===== src/hw/arwd_defines.vh =====
// Register offsets, reset values and field positions of the result formatter and window detector
`ifndef ARWD_DEFINES_VH
`define ARWD_DEFINES_VH
`define ARWD_ADDR_W          8
`define ARWD_OFF_SAR_CFG     8'hBC
`define ARWD_OFF_RES_LOW     8'hBE
`define ARWD_OFF_RES_HIGH    8'hBF
`define ARWD_OFF_PAIR_CFG    8'hBA
`define ARWD_OFF_GT_LOW      8'hC4
`define ARWD_OFF_GT_HIGH     8'hC5
`define ARWD_OFF_LT_LOW      8'hC6
`define ARWD_OFF_LT_HIGH     8'hC7
`define ARWD_OFF_CTRL        8'hE8
`define ARWD_RST_SAR_CFG     8'hF8
`define ARWD_RST_GT_LOW      8'hFF
`define ARWD_RST_GT_HIGH     8'hFF
`define ARWD_RST_LT_LOW      8'h00
`define ARWD_RST_LT_HIGH     8'h00
`define ARWD_RST_ZERO8       8'h00
`define ARWD_BIT_ENABLE      7
`define ARWD_BIT_DONE        5
`define ARWD_BIT_BUSY        4
`define ARWD_BIT_WIN         1
`define ARWD_BIT_LJ          0
`define ARWD_SC_MSB          7
`define ARWD_SC_LSB          3
`define ARWD_CONV_SAR_CLKS   16
`endif


===== src/hw/arwd_sar_timer.v =====
// Conversion sequencer: counts SAR clock periods derived from the system clock
`timescale 1ns/10ps
`default_nettype none
`include "arwd_defines.vh"
module arwd_sar_timer #(
  parameter CONV_CLKS = `ARWD_CONV_SAR_CLKS
) (
  input  wire       sys_clk,
  input  wire       nrst,
  input  wire       start,
  input  wire [4:0] sar_div,
  output reg        busy_q,
  output reg        done_q
);
  reg  [4:0] div_q;
  reg  [5:0] per_q;
  wire       sar_tick = (div_q == sar_div);

  always @(posedge sys_clk or negedge nrst) begin
    if (!nrst) begin
      div_q  <= 5'h00;
      per_q  <= 6'h00;
      busy_q <= 1'b0;
      done_q <= 1'b0;
    end else begin
      done_q <= 1'b0;
      if (!busy_q) begin
        div_q <= 5'h00;
        per_q <= 6'h00;
        if (start) begin
          busy_q <= 1'b1;
        end
      end else begin
        div_q <= sar_tick ? 5'h00 : div_q + 5'h01;
        if (sar_tick) begin
          // Result lands only after the full count of SAR periods
          if (per_q == CONV_CLKS[5:0] - 6'h01) begin
            busy_q <= 1'b0;
            done_q <= 1'b1;
          end else begin
            per_q <= per_q + 6'h01;
          end
        end
      end
    end
  end
endmodule
`default_nettype wire


===== src/hw/arwd_top.v =====
// Result formatter, window detector and control registers of the 12-bit converter
`timescale 1ns/10ps
`default_nettype none
`include "arwd_defines.vh"
module arwd_top #(
  parameter CONV_CLKS = `ARWD_CONV_SAR_CLKS
) (
  input  wire                     sys_clk,
  input  wire                     nrst,
  input  wire [`ARWD_ADDR_W-1:0]  reg_addr,
  input  wire                     reg_wr,
  input  wire [7:0]               reg_wdata,
  output reg  [7:0]               reg_rdata,
  input  wire [11:0]              sar_code,
  input  wire                     diff_mode,
  output reg                      conv_done_irq,
  output reg                      window_irq
);
  reg  [7:0]  sar_cfg_q;
  reg  [7:0]  pair_cfg_q;
  reg         enable_q;
  reg         conversion_complete_flag_q;
  reg         window_match_flag_q;
  reg         left_justify_select_q;
  reg  [7:0]  ctrl_misc_q;
  reg  [7:0]  result_high_byte_q;
  reg  [7:0]  result_low_byte_q;
  reg  [7:0]  gt_low_q;
  reg  [7:0]  gt_high_q;
  reg  [7:0]  lt_low_q;
  reg  [7:0]  lt_high_q;
  reg  [11:0] code_s1_q;
  reg  [11:0] code_s2_q;
  reg         diff_s1_q;
  reg         diff_s2_q;
  reg  [15:0] pair_d;
  reg         match_d;
  wire        conversion_in_progress;
  wire        conv_done;
  wire        wr_ctrl = reg_wr && (reg_addr == `ARWD_OFF_CTRL);
  wire        start = wr_ctrl && reg_wdata[`ARWD_BIT_BUSY] && enable_q;
  wire [15:0] gt_word = {gt_high_q, gt_low_q};
  wire [15:0] lt_word = {lt_high_q, lt_low_q};

  arwd_sar_timer #(
    .CONV_CLKS (CONV_CLKS)
  ) u_timer (
    .sys_clk (sys_clk),
    .nrst    (nrst),
    .start   (start),
    .sar_div (sar_cfg_q[`ARWD_SC_MSB:`ARWD_SC_LSB]),
    .busy_q  (conversion_in_progress),
    .done_q  (conv_done)
  );

  // Format the synchronised code and decide the window match
  always @* begin
    if (left_justify_select_q) begin
      pair_d = {code_s2_q, 4'h0};
    end else begin
      pair_d = {(diff_s2_q ? {4{code_s2_q[11]}} : 4'h0), code_s2_q};
    end
    // Greater than gt or less than lt; lt above gt flags inside, else outside
    if (diff_s2_q) begin
      match_d = ($signed(pair_d) > $signed(gt_word)) || ($signed(pair_d) < $signed(lt_word));
    end else begin
      match_d = (pair_d > gt_word) || (pair_d < lt_word);
    end
    if ($signed(lt_word) > $signed(gt_word) && diff_s2_q) begin
      match_d = ($signed(pair_d) > $signed(gt_word)) && ($signed(pair_d) < $signed(lt_word));
    end else if (lt_word > gt_word && !diff_s2_q) begin
      match_d = (pair_d > gt_word) && (pair_d < lt_word);
    end
  end

  always @(posedge sys_clk or negedge nrst) begin
    if (!nrst) begin
      sar_cfg_q                  <= `ARWD_RST_SAR_CFG;
      pair_cfg_q                 <= `ARWD_RST_ZERO8;
      enable_q                   <= 1'b0;
      conversion_complete_flag_q <= 1'b0;
      window_match_flag_q        <= 1'b0;
      left_justify_select_q      <= 1'b0;
      ctrl_misc_q                <= `ARWD_RST_ZERO8;
      result_high_byte_q         <= `ARWD_RST_ZERO8;
      result_low_byte_q          <= `ARWD_RST_ZERO8;
      gt_low_q                   <= `ARWD_RST_GT_LOW;
      gt_high_q                  <= `ARWD_RST_GT_HIGH;
      lt_low_q                   <= `ARWD_RST_LT_LOW;
      lt_high_q                  <= `ARWD_RST_LT_HIGH;
      code_s1_q                  <= 12'h000;
      code_s2_q                  <= 12'h000;
      diff_s1_q                  <= 1'b0;
      diff_s2_q                  <= 1'b0;
      conv_done_irq              <= 1'b0;
      window_irq                 <= 1'b0;
      reg_rdata                  <= `ARWD_RST_ZERO8;
    end else begin
      code_s1_q <= sar_code;
      code_s2_q <= code_s1_q;
      diff_s1_q <= diff_mode;
      diff_s2_q <= diff_s1_q;
      if (reg_wr) begin
        case (reg_addr)
          `ARWD_OFF_SAR_CFG:  sar_cfg_q <= reg_wdata;
          `ARWD_OFF_PAIR_CFG: pair_cfg_q <= {4'h0, reg_wdata[3:0]};
          `ARWD_OFF_RES_LOW:  result_low_byte_q <= reg_wdata;
          `ARWD_OFF_RES_HIGH: result_high_byte_q <= reg_wdata;
          `ARWD_OFF_GT_LOW:   gt_low_q <= reg_wdata;
          `ARWD_OFF_GT_HIGH:  gt_high_q <= reg_wdata;
          `ARWD_OFF_LT_LOW:   lt_low_q <= reg_wdata;
          `ARWD_OFF_LT_HIGH:  lt_high_q <= reg_wdata;
          default:            ;
        endcase
      end
      if (wr_ctrl) begin
        enable_q              <= reg_wdata[`ARWD_BIT_ENABLE];
        left_justify_select_q <= reg_wdata[`ARWD_BIT_LJ];
        ctrl_misc_q           <= {1'b0, reg_wdata[6], 2'b00, reg_wdata[3:2], 2'b00};
      end
      // Hardware set wins over a software write in the same cycle
      if (conv_done) begin
        conversion_complete_flag_q <= 1'b1;
      end else if (wr_ctrl) begin
        conversion_complete_flag_q <= reg_wdata[`ARWD_BIT_DONE];
      end
      if (conv_done && match_d) begin
        window_match_flag_q <= 1'b1;
      end else if (wr_ctrl) begin
        window_match_flag_q <= window_match_flag_q & reg_wdata[`ARWD_BIT_WIN];
      end
      if (conv_done) begin
        result_high_byte_q <= pair_d[15:8];
        result_low_byte_q  <= pair_d[7:0];
      end
      conv_done_irq <= conversion_complete_flag_q || conv_done;
      window_irq    <= window_match_flag_q || (conv_done && match_d);
      case (reg_addr)
        `ARWD_OFF_SAR_CFG:  reg_rdata <= sar_cfg_q;
        `ARWD_OFF_PAIR_CFG: reg_rdata <= pair_cfg_q;
        `ARWD_OFF_RES_LOW:  reg_rdata <= result_low_byte_q;
        `ARWD_OFF_RES_HIGH: reg_rdata <= result_high_byte_q;
        `ARWD_OFF_GT_LOW:   reg_rdata <= gt_low_q;
        `ARWD_OFF_GT_HIGH:  reg_rdata <= gt_high_q;
        `ARWD_OFF_LT_LOW:   reg_rdata <= lt_low_q;
        `ARWD_OFF_LT_HIGH:  reg_rdata <= lt_high_q;
        `ARWD_OFF_CTRL:     reg_rdata <= ctrl_misc_q | {enable_q, 1'b0, conversion_complete_flag_q,
                                         conversion_in_progress, 2'b00, window_match_flag_q,
                                         left_justify_select_q};
        default:            reg_rdata <= `ARWD_RST_ZERO8;
      endcase
    end
  end
endmodule
`default_nettype wire


===== config.mk =====
export PLATFORM = sky130hd
export DESIGN_NAME = arwd_top
export DESIGN_NICKNAME = d
export VERILOG_FILES = /design/src/hw/arwd_sar_timer.v /design/src/hw/arwd_top.v
export VERILOG_INCLUDE_DIRS = /design/src /design/src/hw
export SDC_FILE = /design/constraint.sdc
export NUM_CORES = 1
export LEC_CHECK = 0
export CORE_ASPECT_RATIO = 0.9
export CORE_MARGIN = 1.5
export CORE_UTILIZATION = 55
export CTS_BUF_LIST = sky130_fd_sc_hd__clkbuf_16
export CTS_CLUSTER_DIAMETER = 40
export DETAILED_ROUTE_END_ITERATION = 10
export DONT_BUFFER_PORTS = 1
export PLACE_DENSITY_LB_ADDON = 0.08
export SLEW_MARGIN = 20
export SYNTH_ARGS = -nofsm -noshare
export SYNTH_HDL_FRONTEND = slang
export SYNTH_SLANG_ARGS = --single-unit

===== constraint.sdc =====
create_clock -name sys_clk -period 3.3 [get_ports sys_clk]
set_input_delay 0.165 -clock sys_clk [delete_from_list [all_inputs] [get_ports sys_clk]]
set_output_delay 0.165 -clock sys_clk [all_outputs]
set_load 0.02 [all_outputs]

==> impl_results.md <==
- Average cell area after synthesis: roughly 12 sq um
- Arrival time reported for the critical path endpoint: around 3200 ps
- Actual transition at the worst max-transition pin: between 600 and 700 ps
- Final max-slew violation count: 0
- Register-to-Register Path Depth: 9
- Type of the worst min-delay path: primary input to flop
- Last weighted congestion value of the routability-driven placer: between 0.9 and 1
- Crit path time final: between 2000 and 3000 ps
- Post-Synthesis Cells: roughly 550
- Outcome: finished clean
- Effective utilization at floorplan: between 50 and 60%
- Horiz. Die Dim: 116 um
- Leading cell types in the layout, fill and taps excluded: 94 x sky130_fd_sc_hd__dfrtp_1, 66 x sky130_fd_sc_hd__mux2_2, 47 x sky130_fd_sc_hd__inv_1, 47 x sky130_fd_sc_hd__ha_1, 46 x sky130_fd_sc_hd__nand2_1
- Maximum number of pins on one net before global-route repair: ~120
- P_leak: around 3.3 nW
- Number of different library cells in the post-synthesis netlist: 64
- Worst vdd rail ir drop: approximately 450 uV
- 1st-pass router iterations: 5
- Total inserted antenna cells: 0
- Top flip-flop cell by instance count after synthesis: sky130_fd_sc_hd__dfrtp_1
- Max Clk Rate: roughly 0.35 GHz
- Post-detailed-route count of antenna-violating nets: 0
- Post-DR wirelength/cell: ~21 um
- Synthesized net count: 625
- H-tree lvl count: 4
- Detailed placer's ending HPWL: 11.0 mm
- TNS Setup: 0 ps
- Hold Buf Count CTS: 26
- Final-report setup violation count: 0
- Count of nets after finishing: about 660
- Sequential element share of the synthesized area: between 40% and 50%
- Row count: 37
- Avg Vias per Cell: 5.89
- Detailed Route Iter0 Violations: between 300 and 400
- First-pass GRT wire length: 25.2 mm
- Peak fanout along the critical path: 14
- Count of port buffers added during placement: 0
- Max Root-Sink Buffers: 2
- Top post-synthesis cells by area: sky130_fd_sc_hd__dfrtp_1 37%, sky130_fd_sc_hd__mux2_2 12%, sky130_fd_sc_hd__ha_1 9.3%
- Total die area: roughly 0.012 sq mm
- Hold Violations, Final: 0
- Final clock period utilization by the worst path: 87.1%
- Max-capacitance violation count: 0
- Core area: 0.0113 sq mm
- Post-synthesis sequential element count: roughly 120
- Via count: between 4000 and 5000
- Number of global-route vias before repair: 4546
- Max-slew headroom at the worst pin: 58.6%
- Unrepaired setup endpoints after global routing: false
- Number of enable flip-flop cells after synthesis: 0
- Req. time, crit path: 3590 ps
- Final core area utilization: between 60 and 70%
- Area share of the largest cell type after synthesis: between 30% and 40%
- Number of antenna violations at the first check in global routing: 0
- TritonCTS buffer count: 17
- Synthesis Warnings: 0
- Proportion of synthesized flip-flops having asynchronous set or reset: between 90% and 100%
- Worst-case clock skew: about 8.1 ps
- I/O Pins: between 40 and 50
- Layout cell share with drive strength beyond 1: about a quarter
- Largest area contributor in the netlist: sky130_fd_sc_hd__dfrtp_1
- Sort of element at the end of the critical path: flop
- Clock root cell: sky130_fd_sc_hd__clkbuf_16
- Die boundary height: roughly 100 um
- Synth-to-layout area growth: 16.1%
- GRT overflow: 0
- CTS tree: built
- Reg clk slew, reported paths: around 50 ps
- Total power divided by cell area: roughly 520 mW/mm^2
- Synth Cell Area: between 0.006 and 0.007 sq mm
- Critical Path Start Type: flop
- Type of the worst setup path: flop to flop
- Hold Path Cell Cnt: 3
- Clock sinks: between 100 and 150
- Commonest non-fill, non-tap cell in the layout: sky130_fd_sc_hd__dfrtp_1
- DRC violations left: 0
- Number of gates resized after cts: 0
- GR Util All Layers: between 20% and 30%
- Latest clock arrival within the worst-skew pair: 420 ps
- Buffer count from post-CTS setup fixing: 0
- Total Wirelength: 15.6 mm
final timing paths:
kind	from	endpoint	slack, ps
min in group asynchronous	nrst	lt_low_q[6]	390
worst min-delay path	reg_addr[1]	reg_rdata[2]	20
worst min register to register	code_s1_q[11]	code_s2_q[11]	340
worst max-delay path	left_justify_select_q	window_irq	420
max in group asynchronous	nrst	u_timer.done_q	2500
worst max register to register	left_justify_select_q	window_irq	420
per-layer routing:
layer	global-route usage [%]	vias up	part of all wire (%)
li1	-	2043	-
met4	8.89	0	1.7
met5	0	-	0
met1	39.0	2212	46
met3	9.86	25	5.5
met2	42.4	112	47
sequential cells by signal, summed over array words and instances (netlist names), 3 cells and up:
register            flops
result_low_byte_q       8
gt_low_q                8
reg_rdata               8
u_timer.div_q           5
code_s2_q              12
sar_cfg_q               8
pair_cfg_q              4
gt_high_q               8
code_s1_q              12
result_high_byte_q      8
ctrl_misc_q             3
lt_high_q               8
u_timer.per_q           6
lt_low_q                8
worst max-delay path, stage by stage (launching register included):
cell and delay (ps):
sky130_fd_sc_hd__dfrtp_1 620, sky130_fd_sc_hd__mux2_2 430, sky130_fd_sc_hd__ha_1 320, sky130_fd_sc_hd__and3_1 210, sky130_fd_sc_hd__nand4_1 150, sky130_fd_sc_hd__or3_1 420
sky130_fd_sc_hd__o21ai_0 160, sky130_fd_sc_hd__a211oi_2 70, sky130_fd_sc_hd__o311ai_2 270, sky130_fd_sc_hd__o21bai_1 100
kinds of logic (layout without fill, tap and decap cells):
| group | count (synthesis) | in the layout | synth area share [%] |
|---|---|---|---|
| adder cells (fa/ha/maj) | 47 | 47 | 9.27 |
| buffers and inverters | 64 | 108 | 4.08 |
| AO/OA/AOI/OAI | 93 | 93 | 10.7 |
| multiplexers | 88 | 88 | 16.6 |
| flip-flops | 116 | 116 | 46.2 |
| AND/OR/NAND/NOR | 125 | 125 | 11.4 |
| XOR/XNOR | 13 | 13 | 1.80 |
area by class of cell:
type	count	area, sq um
Fill cell	889	3980
Multi-Input combinational cell	366	3150
Sequential cell	116	2930
Clock buffer	17	425
Timing Repair Buffer	32	323
Tap cell	156	195
Clock inverter	15	173
Inverter	44	165
synth_stat cells (10+ instances only):
master	instances
sky130_fd_sc_hd__dfrtp_1	95
sky130_fd_sc_hd__nand2_1	46
sky130_fd_sc_hd__a21oi_1	12
sky130_fd_sc_hd__clkbuf_1	10
sky130_fd_sc_hd__mux2i_1	15
sky130_fd_sc_hd__dfstp_2	21
sky130_fd_sc_hd__nor2_1	13
sky130_fd_sc_hd__o21ai_0	22
sky130_fd_sc_hd__nand4_1	11
sky130_fd_sc_hd__nand3_1	10
sky130_fd_sc_hd__mux2_2	66
sky130_fd_sc_hd__inv_1	44
sky130_fd_sc_hd__a22o_1	11
sky130_fd_sc_hd__ha_1	47
power by group:
part	leakage [nW]	switching (mW)	internal [mW]
registers	1.40	0.0479	1.49
logic	1.65	0.230	0.190
clock network	0.299	0.626	1.24
total	3.35	0.904	2.92
per-stage QoR:
stage | hold WS (ps) | cell area (sq um) | setup slack, ps | total power, mW | std cells
3_5_place_dp | -126 | 6490 | 462 | 1.91 | 688
6_report | 22.2 | 7370 | 424 | 3.82 | 746
3_3_place_gp | -127 | 6490 | 535 | 1.90 | 688
4_1_cts | 2.29 | 7360 | 442 | 3.84 | 746
2_1_floorplan | -131 | 6340 | 611 | 1.83 | 546
5_1_grt | 11.5 | 7370 | 154 | 3.99 | 746
(Power assumes the default switching activity.)
